File: src/hdl/mus_params.svh
// timing counts and reset values of the multiply-unit saturation recorder
`ifndef MUS_PARAMS_SVH
`define MUS_PARAMS_SVH

// ----------------------------------------------------------------------------
// write-back latencies, in core clock cycles
// ----------------------------------------------------------------------------
`define MUS_LAT_LONG 4
`define MUS_LAT_SHORT 2
// issue spacing that makes both classes write back together
`define MUS_COLLIDE_SPACING (`MUS_LAT_LONG - `MUS_LAT_SHORT)

// ----------------------------------------------------------------------------
// reset values
// ----------------------------------------------------------------------------
`define MUS_FLAG_RST 1'h0
`define MUS_PIPE_LONG_RST 4'h0
`define MUS_PIPE_SHORT_RST 2'h0

`endif

File: src/hdl/mus_pkg.sv
// types and decode functions of the multiply-unit saturation recorder
`include "mus_params.svh"

package mus_pkg;

   // -------------------------------------------------------------------------
   // instruction classes seen at a multiply unit's issue slot
   // -------------------------------------------------------------------------
   typedef enum logic [3:0] {
      MUS_OP_OTHER,                       // anything that cannot saturate
      MUS_OP_SAT_MUL_32BIT,
      MUS_OP_COMPLEX_MUL_ROUND,
      MUS_OP_COMPLEX_MUL_ROUND_ALT,
      MUS_OP_DUAL_DOT_PRODUCT_HIGH_ROUND,
      MUS_OP_DUAL_DOT_PRODUCT_LOW_ROUND,
      MUS_OP_SAT_MUL_16BIT,
      MUS_OP_SAT_MUL_LOW_HIGH,
      MUS_OP_SAT_MUL_HIGH_LOW,
      MUS_OP_SAT_SHIFT_VARIABLE_LEFT,
      MUS_OP_SAT_SHIFT_VARIABLE_RIGHT
   } mus_op_t;

   // one issue slot: valid plus instruction class
   typedef struct packed {
      logic valid;
      mus_op_t op;
   } mus_issue_t;

   // saturation detect from the arithmetic, per completing result
   typedef struct packed {
      logic sat_long;                     // long-latency result saturated
      logic sat_short;                    // short-latency result saturated
   } mus_sat_t;

   // per-unit tracking state: one-hot tokens marching to write-back
   typedef struct packed {
      logic [`MUS_LAT_LONG-1:0] pipe_long;
      logic [`MUS_LAT_SHORT-1:0] pipe_short;
   } mus_lane_state_t;

   // sticky flags of the whole recorder
   typedef struct packed {
      logic global_sat;
      logic sat_unit_two;
      logic sat_unit_one;
   } mus_flags_t;

   // long-latency saturating class
   function automatic logic mus_is_long(input mus_op_t op);
      case (op)
         MUS_OP_SAT_MUL_32BIT, MUS_OP_COMPLEX_MUL_ROUND, MUS_OP_COMPLEX_MUL_ROUND_ALT,
         MUS_OP_DUAL_DOT_PRODUCT_HIGH_ROUND, MUS_OP_DUAL_DOT_PRODUCT_LOW_ROUND: begin
            return 1'b1;
         end
         default: begin
            return 1'b0;
         end
      endcase
   endfunction : mus_is_long

   // short-latency saturating class
   function automatic logic mus_is_short(input mus_op_t op);
      case (op)
         MUS_OP_SAT_MUL_16BIT, MUS_OP_SAT_MUL_LOW_HIGH, MUS_OP_SAT_MUL_HIGH_LOW,
         MUS_OP_SAT_SHIFT_VARIABLE_LEFT, MUS_OP_SAT_SHIFT_VARIABLE_RIGHT: begin
            return 1'b1;
         end
         default: begin
            return 1'b0;
         end
      endcase
   endfunction : mus_is_short

endpackage : mus_pkg

File: src/hdl/mus_lane.sv
// per multiply unit write-back tracker and saturation merge
`timescale 1ns/100ps
`default_nettype none
`include "mus_params.svh"

module mus_lane
   import mus_pkg::*;
(
   input wire logic clk_i,
   input wire logic rst_i,
   input wire mus_issue_t issue_i,        // issue slot of this unit
   input wire mus_sat_t sat_i,            // saturation of results completing now
   output logic wb_long_o,                // long result writes back this cycle
   output logic wb_short_o,               // short result writes back this cycle
   output logic sat_event_o               // some completing result saturated
);

   // ----------------------------------------------------------------------------
   // state
   // ----------------------------------------------------------------------------
   mus_lane_state_t state_q;              // registered tokens
   mus_lane_state_t state_d;              // next tokens

   // token shift: entry at index 0, write-back at the top index
   always_comb begin
      state_d = state_q;
      state_d.pipe_long = {state_q.pipe_long[`MUS_LAT_LONG-2:0],
                           issue_i.valid & mus_is_long(issue_i.op)};
      state_d.pipe_short = {state_q.pipe_short[`MUS_LAT_SHORT-2:0],
                            issue_i.valid & mus_is_short(issue_i.op)};
   end

   // register the copy
   always_ff @(posedge clk_i) begin
      if (rst_i) begin
         state_q.pipe_long <= `MUS_PIPE_LONG_RST;
         state_q.pipe_short <= `MUS_PIPE_SHORT_RST;
      end else begin
         state_q <= state_d;
      end
   end

   // ----------------------------------------------------------------------------
   // merge
   // ----------------------------------------------------------------------------
   assign wb_long_o = state_q.pipe_long[`MUS_LAT_LONG-1];
   assign wb_short_o = state_q.pipe_short[`MUS_LAT_SHORT-1];
   // an or, never a priority pick: a clean long result must not hide a short one
   // a short op issued two after a long one lands in this same cycle
   assign sat_event_o = (wb_long_o & sat_i.sat_long) |
                        (wb_short_o & sat_i.sat_short);
endmodule : mus_lane

`default_nettype wire

File: src/hdl/mus_sat_status.sv
// saturation status recorder for the two multiply units of the core
//
// Overview of operation
// - saturation sets global bit and unit field
// - long class writes back after four cycles
// - short class writes back after two cycles
// - coincident write-back records either saturation
// - merge covers short issued two after long
// - each unit records its own field independently
`timescale 1ns/100ps
`default_nettype none
`include "mus_params.svh"

module mus_sat_status
   import mus_pkg::*;
(
   input wire logic CLOCK_I,
   input wire logic RESET_I,
   input wire mus_issue_t MUL_UNIT_ONE_ISSUE_I,   // issue slot, multiply unit one
   input wire mus_sat_t MUL_UNIT_ONE_SAT_I,       // saturation at write-back, unit one
   input wire mus_issue_t MUL_UNIT_TWO_ISSUE_I,   // issue slot, multiply unit two
   input wire mus_sat_t MUL_UNIT_TWO_SAT_I,       // saturation at write-back, unit two
   input wire logic CLEAR_GLOBAL_SAT_I,           // software clear of the global bit
   input wire logic CLEAR_UNIT_ONE_I,             // software clear of unit one field
   input wire logic CLEAR_UNIT_TWO_I,             // software clear of unit two field
   output logic GLOBAL_SATURATION_BIT_O,
   output logic SAT_STATUS_MUL_UNIT_ONE_O,
   output logic SAT_STATUS_MUL_UNIT_TWO_O
);

   // ----------------------------------------------------------------------------
   // per-unit trackers
   // ----------------------------------------------------------------------------
   logic ev_one;                          // unit one saturation event this cycle
   logic ev_two;                          // unit two saturation event this cycle
   logic wb_long_one;                     // unit one long write-back, checks only
   logic wb_short_one;                    // unit one short write-back, checks only
   logic wb_long_two;                     // unit two long write-back, checks only
   logic wb_short_two;                    // unit two short write-back, checks only
   // write-back strobes feed the checks only; the flags use the merged events

   // unit one: issues and write-backs only ever meet inside this lane
   mus_lane u_lane_one (
      .clk_i(CLOCK_I),
      .rst_i(RESET_I),
      .issue_i(MUL_UNIT_ONE_ISSUE_I),
      .sat_i(MUL_UNIT_ONE_SAT_I),
      .wb_long_o(wb_long_one),
      .wb_short_o(wb_short_one),
      .sat_event_o(ev_one)
   );

   // unit two: separate tracker, so cross-unit timing never interferes
   mus_lane u_lane_two (
      .clk_i(CLOCK_I),
      .rst_i(RESET_I),
      .issue_i(MUL_UNIT_TWO_ISSUE_I),
      .sat_i(MUL_UNIT_TWO_SAT_I),
      .wb_long_o(wb_long_two),
      .wb_short_o(wb_short_two),
      .sat_event_o(ev_two)
   );

   // ----------------------------------------------------------------------------
   // sticky flags
   // ----------------------------------------------------------------------------
   mus_flags_t flags_q;                   // registered flags
   mus_flags_t flags_d;                   // next flags

   // clear first, then set: an event in the clearing cycle survives
   // a clear held high lowers a flag only in cycles with no matching event
   always_comb begin
      flags_d = flags_q;
      if (CLEAR_UNIT_ONE_I) begin
         flags_d.sat_unit_one = 1'b0;
      end
      if (CLEAR_UNIT_TWO_I) begin
         flags_d.sat_unit_two = 1'b0;
      end
      if (CLEAR_GLOBAL_SAT_I) begin
         flags_d.global_sat = 1'b0;
      end
      // no path lowers a flag on a clean result, only software clears
      if (ev_one) begin
         flags_d.sat_unit_one = 1'b1;
      end
      if (ev_two) begin
         flags_d.sat_unit_two = 1'b1;
      end
      if (ev_one | ev_two) begin
         flags_d.global_sat = 1'b1;
      end
   end

   // register the copy
   always_ff @(posedge CLOCK_I) begin
      if (RESET_I) begin
         flags_q.global_sat <= `MUS_FLAG_RST;
         flags_q.sat_unit_one <= `MUS_FLAG_RST;
         flags_q.sat_unit_two <= `MUS_FLAG_RST;
      end else begin
         flags_q <= flags_d;
      end
   end

   // outputs straight from the flag flops
   assign GLOBAL_SATURATION_BIT_O = flags_q.global_sat;
   assign SAT_STATUS_MUL_UNIT_ONE_O = flags_q.sat_unit_one;
   assign SAT_STATUS_MUL_UNIT_TWO_O = flags_q.sat_unit_two;
endmodule : mus_sat_status

`default_nettype wire

File: config.mk
export PLATFORM = sky130hd
export DESIGN_NAME = mus_sat_status
export DESIGN_NICKNAME = d
export VERILOG_FILES = /design/src/hdl/mus_pkg.sv /design/src/hdl/mus_lane.sv /design/src/hdl/mus_sat_status.sv
export VERILOG_INCLUDE_DIRS = /design/src /design/src/hdl
export SDC_FILE = /design/constraint.sdc
export NUM_CORES = 1
export LEC_CHECK = 0
export CORE_AREA = 2 2 46 48
export CTS_CLUSTER_SIZE = 24
export DETAILED_ROUTE_END_ITERATION = 6
export DIE_AREA = 0 0 48 50
export DONT_BUFFER_PORTS = 1
export PLACE_DENSITY_LB_ADDON = 0.12
export SLEW_MARGIN = 15
export SYNTH_ARGS = -nofsm -noshare
export SYNTH_HDL_FRONTEND = slang
export SYNTH_SLANG_ARGS = --single-unit
File: constraint.sdc
create_clock -name CLOCK_I -period 0.8 [get_ports CLOCK_I]
set_input_delay 0.12 -clock CLOCK_I [delete_from_list [all_inputs] [get_ports CLOCK_I]]
set_output_delay 0.12 -clock CLOCK_I [all_outputs]
set_load 0.03 [all_outputs]
* Word level (Yosys, flattened, before mapping) *
Index checks and enable logic that the tools add are counted.

operators by class
  equal/unequal tests = 20
  multiplexer cells = 10
  bitwise gates (word level) = 11
  reductions and logical operators = 7

operators with widths
  cell                                                  number
  equality test 4 x 3 -> 1 bit (second input constant)  8
  equality test 4 bit (second input constant)           6
  OR reduction 5 bit                                    4
  equality test 4 x 2 -> 1 bit (second input constant)  4
  2-to-1 mux 1 bit                                      10
  bitwise AND 1 bit                                     8
  equality test 4 x 1 -> 1 bit (second input constant)  2
  nonzero test 2 bit                                    3
  bitwise OR 1 bit                                      3

storage, ports and cells
  logic and storage cells = 55
  register bits = 15
  bits of input ports = 19

* Depth between registers and ports, before layout *
Gate-level depths: netlist of the first run.

  depth in word-level cells = 4
  mapped depth = 3
  gate-level depth less buffers = 3

* Modules after synthesis *
From an unflattened synthesis of the first run, not the netlist that was laid out.

second synthesis, totals
  cell total of the unflattened synthesis = 47
  area total of the unflattened synthesis = 550.5 µm²

by module, submodules not included
  module          area an instance (µm²)  instances  cells an instance  sequential area each (µm²)
  mus_lane        224.0                   2          18                 120.1
  mus_sat_status  102.6                   1          11                 60.1

* Worst setup path before layout of the first run *
No wires, ideal clock.

  kind = reg2reg
  from = reg GLOBAL_SATURATION_BIT_O (netlist name)
  to = reg flags_q, in the netlist GLOBAL_SATURATION_BIT_O
  stages on the path, launching flop included = 3
  path buffers = 0
  slack = 0.021 ns
  arrival = 0.704 ns
  data required time = 0.726 ns
  period minus slack after synthesis = 0.779 ns
  cell sequence = dfxtp_1 > nand2b_1 > a31oi_1

RTL lines
  element                 line                   RTL
  end signal: assignment  mus_sat_status.sv:102  flags_q <= flags_d;
  end: declaration        mus_sat_status.sv:67   mus_flags_t flags_q;

* Final worst setup path of the first run *
  from = reg flags_q, in the netlist SAT_STATUS_MUL_UNIT_ONE_O
  to = out SAT_STATUS_MUL_UNIT_ONE_O

RTL lines
  element           line                  RTL
  end: declaration  mus_sat_status.sv:27  output logic SAT_STATUS_MUL_UNIT_ONE_O,

No word-level cell between the ends.

==> qor.csv, run 1 <==
stage,metric,value,unit
worst_setup_path,worst-path-buf-inv,1,
final_layout,utilization,0.399,
global_route,grt_overflow,0,
pwr,pwr_density_cell,1720,nW/µm²
sta,finalSetupViolations,5,
outcome,outcome,"complete, but fails checks",
worst_setup_path,cp_slowest_cell,dfxtp_2,
pwr,p_leak,0.294,nW
sta,timing.final.ws_setup,-69.9,ps
synth,synth.most_common_cell,dfxtp_1,
routing,drt_iter0_drc,5,
synth,ys_seq_area_frac,0.581,
synth,synth_top_area_frac,0.581,
worst_setup_path,required,680,ps
sta,drv_slew,0,
sta,slew_headroom,0.754,
sta,finalHoldViolations,1,
global_route,grt_pass1_wl,1500,µm
synth,synth_area,517,µm²
routing,first_pass_iters,4,
run,cap_violations,0,
routing,drc,0,
hold_path,hold_class,input pin to flop,
pwr,vdd_drop_max,0.822,mV
synth,synth_cell_type_count,15,
cts,clock_path_buffers,2,
die,die_x,48,µm
synth,synth.top_cells.by_count,"dfxtp_1, nor2b_1, a21oi_1",
cts,clk_pin_slew,90,ps
die,rows,16,
worst_setup_path,crit_family,flip-flops,
global_route,grt_max_degree,11,
sta,rsz0062_at_grt,yes,
sta,fin_tns_setup,-202,ps
pwr,power.total,1.31,mW
final_layout,n_fill_cell,193,
global_route,grt.total_usage,0.0894,
routing,vias,402,
synth,synth-edff-count,0,
placed_design,gp_congestion,0.687,
worst_setup_path,critPathKind,flop to primary output,
synth,async_flop_share,0,
synth,postSynthCellCount,46,
synth,ys_dominant_reg_cell,dfxtp_1,
worst_setup_path,critPathLaunch,SAT_STATUS_MUL_UNIT_ONE_O$_SDFFE_PP0P_,
cts,cts_buffers,3,
synth,synth_seq_cells,15,
synth,yosys-top-cells-area,"dfxtp_1, nor2b_1, a21oi_1, nand2b_4, nand2b_1",
worst_setup_path,max_stage_delay,350,ps
sta,post-route-period-util,1.09,
cts,htreeDepth,1,
sta,fin_skew,1.71,ps
routing,drt_wl_total,1040,µm
routing,wire_per_inst,11.3,µm
die,io_pins,22,
routing,postRouteAntennaNets,0,
cts,clock_latency,270,ps
cts,cts_tree,done,
synth,synth_area_per_cell,11.2,µm²
sta,period_needed,870,ps
worst_setup_path,path_cells,buf_6,
die,dieArea,2400,µm²
final_layout,final_layout_size_suffix_gt1_frac,0.277,
hold_path,hold_start,MUL_UNIT_ONE_ISSUE_I[0],
sta,max_freq,1150,MHz
die,start_util,0.272,
worst_setup_path,r2r_start,u_lane_one.wb_short_o$_SDFF_PP0_,
cts,root_buffer,clkbuf_4,
placed_design,port-buffer-count,0,
routing,viasPerCell,4.37,
sta,timing.hold.ws,-10.1,ps
synth,syn-num-nets,65,
global_route,first_global_vias,407,
worst_setup_path,worstSetupEndpointType,primary output,
worst_setup_path,start_kind,flop,
cts,cts_sinks,15,
outcome,violations,"negative hold slack, negative setup slack",
final_layout,n_antenna_cell,0,
synth,yosys.area.top_type,dfxtp_1,
die,core_area,1900,µm²
synth,ys_warn_count,0,
global_route,grt_antenna_before_repair,0,
worst_setup_path,cp.arrival,750,ps
worst_setup_path,path_max_fanout,2,
sta,tightest_slew,369,ps
final_layout,area_delta_synth_final,47.0,%
die,dieHeight,50,µm
final_layout,fin_nets,85,
==> per-layer routing <==
layer,wire [µm],GRT usage,up-vias
met5,0,0,-
met1,399,0.0796,179
met4,14,0.0180,0
met3,88,0.0696,2
met2,535,0.153,20
li1,-,-,201
==> registers in the layout, summed over array words and instances, names as in the netlist <==
register and flops:
u_lane_two.state_d 4, u_lane_two.wb_long_o 1, SAT_STATUS_MUL_UNIT_ONE_O 1, u_lane_two.wb_short_o 1, u_lane_one.wb_long_o 1, SAT_STATUS_MUL_UNIT_TWO_O 1, u_lane_one.state_d 4, GLOBAL_SATURATION_BIT_O 1
u_lane_one.wb_short_o 1
==> timing repair <==
item,CTS,global route
hold endpoints to repair,14,3
pin swaps,0,1
hold buffers,11,2
gates resized for setup,6,5
endpoints found under the setup margin,3,12
buffers inserted,0,0
==> per-stage QoR <==
| step | area, µm² | instances | hold WS [ps] | setup WS [ps] |
|---|---|---|---|---|
| after global routing | 759 | 92 | -33.5 | -135 |
| after detailed placement | 568 | 75 | 194 | 48.5 |
| final | 759 | 92 | -10.1 | -69.9 |
| after floorplan | 517 | 46 | 238 | 21.5 |
| after global placement | 568 | 75 | 191 | 67.1 |
| after CTS | 721 | 90 | -20.4 | -81.6 |
==> layout by cell type (no fill, tap or decap), types with 2 or more instances in the layout <==
cell type and n:
dfxtp_1 12, dlygate4sd3_1 11, nor2b_1 7, a21oi_1 5, dfxtp_2 3, nand2b_1 3, clkbuf_4 3, buf_6 3
nand3b_1 2, nand2_1 2, nand2b_4 2, a211oi_2 2, dlymetal6s4s_1 2
==> final timing paths <==
| path | slack, ps | endpoint | cells past startpoint |
|---|---|---|---|
| max | -70 | SAT_STATUS_MUL_UNIT_ONE_O | 1 |
| min reg2reg | 440 | u_lane_two.wb_short_o$_SDFF_PP0_ | 1 |
| min | -10 | u_lane_one.state_d[3]$_SDFF_PP0_ | 1 |
| max reg2reg | 40 | GLOBAL_SATURATION_BIT_O$_SDFFE_PP0P_ | 2 |
==> kinds of logic (layout without fill, tap and decap cells) <==
group | after synthesis | after routing | synth area share
DFF | 15 | 15 | 0.581
buffers and inverters | 1 | 20 | 0.00968
AOI/OAI and AO/OA | 13 | 13 | 0.174
and+or+nand+nor | 17 | 17 | 0.235
==> power breakdown <==
part | switching, mW | leakage, nW | internal (mW)
clock | 0.229 | 0.0177 | 0.185
combinational | 0.0431 | 0.153 | 0.0804
sequential | 0.00459 | 0.123 | 0.763
==> layout make-up <==
cell class,instances,area (µm²),area share
Clock inverter,1,5.00,0.00659
Clock buffer,3,22.5,0.0297
Tap cell,27,33.8,0.0445
Multi-Input combinational cell,30,225,0.297
Sequential cell,15,304,0.400
Timing Repair Buffer,16,169,0.222
No activity file was read; power rests on OpenSTA's default activity.
==> run 2, diff against run 1 <==
CTS_CLUSTER_DIAMETER = 30   (was default)
GPL_TIMING_DRIVEN = 0   (was default)
clock period = 0.9 ns   (was 0.8 ns; I/O delays follow)
==> qor.csv, run 2 (synthesis results as in run 1) <==
stage,metric,value,unit,change
outcome,outcome,finished clean,,
final_layout,n_antenna_cell,0,,unchanged
placed_design,port-buffer-count,0,,unchanged
worst_setup_path,worstSetupEndpointType,flop,,
worst_setup_path,critPathKind,input pin to flop,,
cts,clock_latency,270,ps,about the same
worst_setup_path,r2r_start,u_lane_two.wb_long_o$_SDFF_PP0_,,
worst_setup_path,start_kind,input pin,,
routing,vias,388,,-3.5%
worst_setup_path,path_cells,dlygate4sd3_1 > o31a_2,,
worst_setup_path,required,1060,ps,+380 ps
run,cap_violations,0,,unchanged
global_route,grt_pass1_wl,1260,µm,-16%
routing,drt_iter0_drc,3,,-2
final_layout,final_layout_size_suffix_gt1_frac,0.203,,-0.0738
hold_path,hold_start,MUL_UNIT_TWO_ISSUE_I[2],,
sta,fin_skew,2.47,ps,+0.759 ps
routing,postRouteAntennaNets,0,,unchanged
cts,clock_path_buffers,2,,unchanged
placed_design,gp_congestion,0.587,,-15%
pwr,pwr_density_cell,1570,nW/µm²,-8.8%
final_layout,layout_common_cells,"dlygate4sd3_1, dfxtp_1, nor2b_1",,
routing,wire_per_inst,10.1,µm,-11%
sta,fin_tns_setup,0,ps,+202 ps
die,io_pins,22,,unchanged
worst_setup_path,worst-path-buf-inv,1,,unchanged
cts,root_buffer,clkbuf_4,,
hold_path,whs_path_depth,2,,+1
cts,cts_tree,done,,
sta,drv_slew,0,,unchanged
sta,rsz0062_at_grt,no,,
worst_setup_path,r2r_cells,2,,unchanged
sta,tightest_slew,226,ps,-143 ps
worst_setup_path,max_stage_delay,540,ps,+190 ps
sta,slew_headroom,0.850,,+0.0956
worst_setup_path,path_max_fanout,2,,unchanged
worst_setup_path,cp_slowest_cell,dlygate4sd3_1,,
global_route,grt_overflow,0,,unchanged
worst_setup_path,cp.arrival,1020,ps,+270 ps
sta,max_freq,1170,MHz,
sta,finalHoldViolations,0,,-1
pwr,p_leak,0.264,nW,-10%
die,dieArea,2400,µm²,unchanged
global_route,grt_antenna_before_repair,0,,unchanged
routing,drt_wl_total,916,µm,-12%
cts,clk_pin_slew,80,ps,about the same
routing,drc,0,,unchanged
worst_setup_path,path_depth,2,,+1
die,core_area,1900,µm²,unchanged
die,start_util,0.272,,unchanged
global_route,first_global_vias,356,,-13%
global_route,grt.total_usage,0.0762,,-0.0132
pwr,power.total,1.14,mW,-13%
cts,cts_buffers,3,,unchanged
worst_setup_path,crit_family,buffers and inverters,,
hold_path,hold_class,input pin to flop,,
sta,post-route-period-util,0.947,,
final_layout,area_delta_synth_final,40.4,%,
final_layout,fin_nets,84,,-1.2%
die,dieHeight,50,µm,unchanged
routing,first_pass_iters,2,,-2
die,rows,16,,unchanged
cts,cts_sinks,15,,unchanged
global_route,grt_max_degree,11,,unchanged
cts,htreeDepth,1,,unchanged
routing,viasPerCell,4.26,,-2.4%
die,die_x,48,µm,unchanged
pwr,vdd_drop_max,0.806,mV,-1.9%
sta,finalSetupViolations,0,,-5
sta,period_needed,852,ps,
final_layout,final_common_cell,dlygate4sd3_1,,
worst_setup_path,critPathLaunch,MUL_UNIT_ONE_ISSUE_I[0],,
[run 2: layout make-up]
cell class,count,area (µm²)
Buffer,1,5.00
Clock buffer,4,26.3
Fill cell,201,1180
Multi-Input combinational cell,30,216
Sequential cell,15,304
Tap cell,27,33.8
Timing Repair Buffer,14,140
[run 2: per-layer routing]
| metal | GRT usage | wire, µm | vias up |
|---|---|---|---|
| li1 | - | - | 196 |
| met1 | 0.0689 | 356 | 174 |
| met2 | 0.124 | 458 | 18 |
| met3 | 0.0696 | 101 | 0 |
| met4 | 0.0135 | 0 | 0 |
| met5 | 0 | 0 | - |
[run 2: per-stage QoR]
stage / hold slack, ps / utilization / setup slack [ps] / instances / instance area, µm²
after detailed placement: 258 / 0.289 / 82.8 / 73 / 551
after CTS: 0.652 / 0.358 / 18.7 / 87 / 681
after global placement: 259 / 0.289 / 97.9 / 73 / 551
final: 22.9 / 0.382 / 47.6 / 91 / 726
after floorplan: 253 / - / 122 / 46 / 517
after global routing: 2.56 / 0.382 / 17.4 / 91 / 726
[run 2: final timing paths]
kind | end | slack (ps)
worst max-delay path | u_lane_one.state_d[3]$_SDFF_PP0_ | 50
worst min-delay path | u_lane_two.state_d[1]$_SDFF_PP0_ | 20
worst max register to register | GLOBAL_SATURATION_BIT_O$_SDFFE_PP0P_ | 140
worst min register to register | u_lane_one.state_d[5]$_SDFF_PP0_ | 440
[run 2: power by group]
group          leakage, nW  switching, mW  internal, mW
clock               0.0150          0.181         0.171
combinational        0.126         0.0302        0.0686
sequential           0.123        0.00824         0.678
[run 2: timing repair]
item | CTS | global route
hold buffers | 10 | 4
endpoints found under the setup margin | 3 | 1
resized for setup | 3 | 1
endpoints found under the hold margin | 4 | 3
buffers inserted | 0 | 0
==> run 3, diff against run 2 <==
CORE_AREA = 2 2 47 49   (was 2 2 46 48)
DIE_AREA = 0 0 49 51   (was 0 0 48 50)
SYNTH_HIERARCHICAL = 1   (was default)
==> qor.csv, run 3 <==
stage,metric,value,unit,change
outcome,outcome,finished clean,,
sta,period_needed,860,ps,+7.95 ps
pwr,pwr_density_cell,1500,nW/µm²,-4.3%
routing,postRouteAntennaNets,0,,unchanged
final_layout,utilization,0.374,,-0.00802
pwr,p_seq_frac,0.594,,-0.009
routing,viasPerCell,4.15,,-2.7%
worst_setup_path,path_cells,dlygate4sd3_1 > o31a_2,,
sta,drv_slew,0,,unchanged
synth,synth_cell_type_count,12,,-3
worst_setup_path,max_stage_delay,550,ps,about the same
routing,vias,390,,+0.52%
die,dieArea,2500,µm²,+4.1%
synth,postSynthCellCount,47,,+2.2%
placed_design,port-buffer-count,0,,unchanged
global_route,grt_overflow,0,,unchanged
synth,synth-edff-count,0,,unchanged
worst_setup_path,r2r_start,u_lane_one/wb_long_o$_SDFF_PP0_,,
worst_setup_path,cp_slowest_cell,dlygate4sd3_1,,
worst_setup_path,required,1060,ps,about the same
sta,fin_tns_setup,0,ps,unchanged
worst_setup_path,reg2reg_setup_slack,140,ps,about the same
global_route,grt_pass1_wl,1510,µm,+20%
synth,synth.most_common_cell,dfxtp_1,,
worst_setup_path,critPathKind,input pin to flop,,
sta,slew_headroom,0.884,,+0.0346
placed_design,gp_congestion,0.510,,-13%
final_layout,regArea,304,µm²,unchanged
worst_setup_path,worstSetupEndpointType,flop,,
synth,synth_seq_cells,15,,unchanged
pwr,swShare,0.198,,+0.00567
sta,finalHoldViolations,0,,unchanged
die,io_pins,22,,unchanged
die,core_area,2060,µm²,+8.5%
synth,ys_warn_count,6,,+6
placed_design,place_inst,75,,+2.7%
hold_path,whs_path_depth,2,,unchanged
worst_setup_path,r2r_cells,3,,+1
final_layout,layout_common_cells,"dlygate4sd3_1, dfxtp_1, and2b_2",,
global_route,grt_max_degree,12,,+1
worst_setup_path,crit_family,buffers and inverters,,
hold_path,hold_end,SAT_STATUS_MUL_UNIT_TWO_O$_SDFFE_PP0P_,,
pwr,p_int,0.926,mW,+0.94%
worst_setup_path,start_kind,input pin,,
cts,post_cts_buffers,0,,unchanged
routing,drt_wl_total,925,µm,+0.98%
cts,cts_tree,done,,
synth,async_flop_share,0,,unchanged
cts,htreeDepth,1,,unchanged
pwr,vdd_drop_max,0.963,mV,+20%
cts,cts_sinks,15,,unchanged
sta,fin_skew,2.20,ps,-0.274 ps
sta,timing.hold.ws,28.4,ps,+5.44 ps
sta,finalSetupViolations,0,,unchanged
cts,root_buffer,clkbuf_4,,
final_layout,n_fill_cell,216,,+7.5%
routing,drt_iter0_drc,0,,-3
cts,clock_path_buffers,2,,unchanged
placed_design,dp_hpwl,551,µm,
synth,yosys-top-cells-area,"dfxtp_1, and2b_2, nand3b_1, nand2b_4, a211oi_2",,
pwr,clock_power_share,0.317,,+0.007
pwr,switchingPower,0.229,mW,+4.6%
final_layout,multiInputGateArea,243,µm²,+12%
sta,max_freq,1160,MHz,-0.92%
die,start_util,0.267,,-0.00488
routing,first_pass_iters,1,,-1
pwr,power.total,1.16,mW,+1.7%
cts,clk_pin_slew,80,ps,about the same
sta,rsz0062_at_grt,no,,
routing,drc,0,,unchanged
final_layout,n_antenna_cell,0,,unchanged
cts,clock_latency,270,ps,about the same
synth,synth.top_cells.by_count,"dfxtp_1, and2b_2, a21oi_1, nand3b_1, nand2b_1",,
die,rows,17,,+1
die,dieHeight,51,µm,+2.0%
run,cap_violations,0,,unchanged
synth,synth_area,551,µm²,+6.5%
die,die_x,49,µm,+2.1%
synth,synth_area_per_cell,11.7,µm²,+4.3%
final_layout,fin_nets,86,,+2.4%
final_layout,final_cells,94,,+3.3%
synth,ys_seq_area_frac,0.545,,-0.0357
final_layout,final_layout_size_suffix_gt1_frac,0.303,,+0.0999
global_route,grt_antenna_before_repair,0,,unchanged
final_layout,final_common_cell,dlygate4sd3_1,,
pwr,power_frac_comb,0.090,,+0.003
routing,wire_per_inst,9.84,µm,-2.2%
worst_setup_path,path_max_fanout,2,,unchanged
sta,post-route-period-util,0.956,,+0.00884
worst_setup_path,worst-path-buf-inv,1,,unchanged
sta,tightest_slew,174,ps,-51.9 ps
final_layout,area_delta_synth_final,40.0,%,
synth,synth_top_area_frac,0.545,,-0.0357
synth,ys_dominant_reg_cell,dfxtp_1,,
worst_setup_path,r2r_end,GLOBAL_SATURATION_BIT_O$_SDFFE_PP0P_,,
synth,yosys.area.top_type,dfxtp_1,,
global_route,first_global_vias,389,,+9.3%
global_route,grt.total_usage,0.0851,,+0.00884
pwr,p_leak,0.317,nW,+20%
worst_setup_path,cp.arrival,1020,ps,about the same
cts,cts_buffers,3,,unchanged
hold_path,hold_start,CLEAR_UNIT_TWO_I,,
synth,syn-num-nets,66,,+1.5%
hold_path,hold_class,input pin to flop,,
==> run 3: final cells by class <==
| cell class | count | share of cell area |
|---|---|---|
| clock buffers | 4 | 0.0341 |
| inverters | 2 | 0.00974 |
| multi-input cells | 30 | 0.315 |
| flip-flops and latches | 15 | 0.394 |
| well taps | 28 | 0.0455 |
| repair buffers | 15 | 0.201 |
==> run 3: kinds of logic (layout without fill, tap and decap cells) <==
kind of cell	after synthesis	in the layout	synth area share
buffers and inverters	2	21	0.0136
AO/OA/AOI/OAI	11	11	0.161
AND/OR/NAND/NOR	19	19	0.280
flip-flops	15	15	0.545
==> run 3: worst max-delay path by stage <==
stage	from	to	slack, ps	depth (start not counted)
after floorplan	GLOBAL_SATURATION_BIT_O$_SDFFE_PP0P_	GLOBAL_SATURATION_BIT_O$_SDFFE_PP0P_	120	2
after global routing	GLOBAL_SATURATION_BIT_O$_SDFFE_PP0P_	GLOBAL_SATURATION_BIT_O	30	0
after global placement	GLOBAL_SATURATION_BIT_O$_SDFFE_PP0P_	GLOBAL_SATURATION_BIT_O$_SDFFE_PP0P_	100	2
after CTS	MUL_UNIT_TWO_ISSUE_I[4]	u_lane_two/state_d[3]$_SDFF_PP0_	5	4
final	MUL_UNIT_ONE_ISSUE_I[0]	u_lane_one/state_d[3]$_SDFF_PP0_	40	2
after detailed placement	GLOBAL_SATURATION_BIT_O$_SDFFE_PP0P_	GLOBAL_SATURATION_BIT_O$_SDFFE_PP0P_	90	2
==> run 3: through the flow <==
| stage | setup slack [ps] | area [µm²] |
|---|---|---|
| final | 39.6 | 771 |
| after detailed placement | 85.6 | 586 |
| after global routing | 30.3 | 771 |
| after global placement | 95.6 | 586 |
| after floorplan | 119 | 551 |
| after CTS | 5.29 | 726 |
==> run 3: power by group through the flow <==
| stage | clock network, mW | logic (mW) | registers, mW |
|---|---|---|---|
| floorplan | 0 | 0.0408 | 0.701 |
| global placement | 0 | 0.0436 | 0.702 |
| detailed placement | 0 | 0.0437 | 0.702 |
| CTS | 0.398 | 0.0879 | 0.687 |
| global route | 0.428 | 0.112 | 0.688 |
| finish | 0.366 | 0.104 | 0.686 |
==> run 3: timing repair <==
action | CTS | global route
endpoints found under the hold margin | 7 | 2
setup endpoints to repair | 3 | 2
pin swaps | 0 | 0
resized for setup | 3 | 2
hold buffers | 11 | 4
==> run 3: layer usage <==
| metal | track usage | routed length, µm | part of all wire | vias up |
|---|---|---|---|---|
| li1 | - | - | - | 199 |
| met1 | 0.0775 | 358 | 0.39 | 167 |
| met2 | 0.135 | 437 | 0.47 | 22 |
| met3 | 0.0702 | 117 | 0.13 | 2 |
| met4 | 0.0429 | 11 | 0.012 | 0 |
| met5 | 0 | 0 | 0 | - |
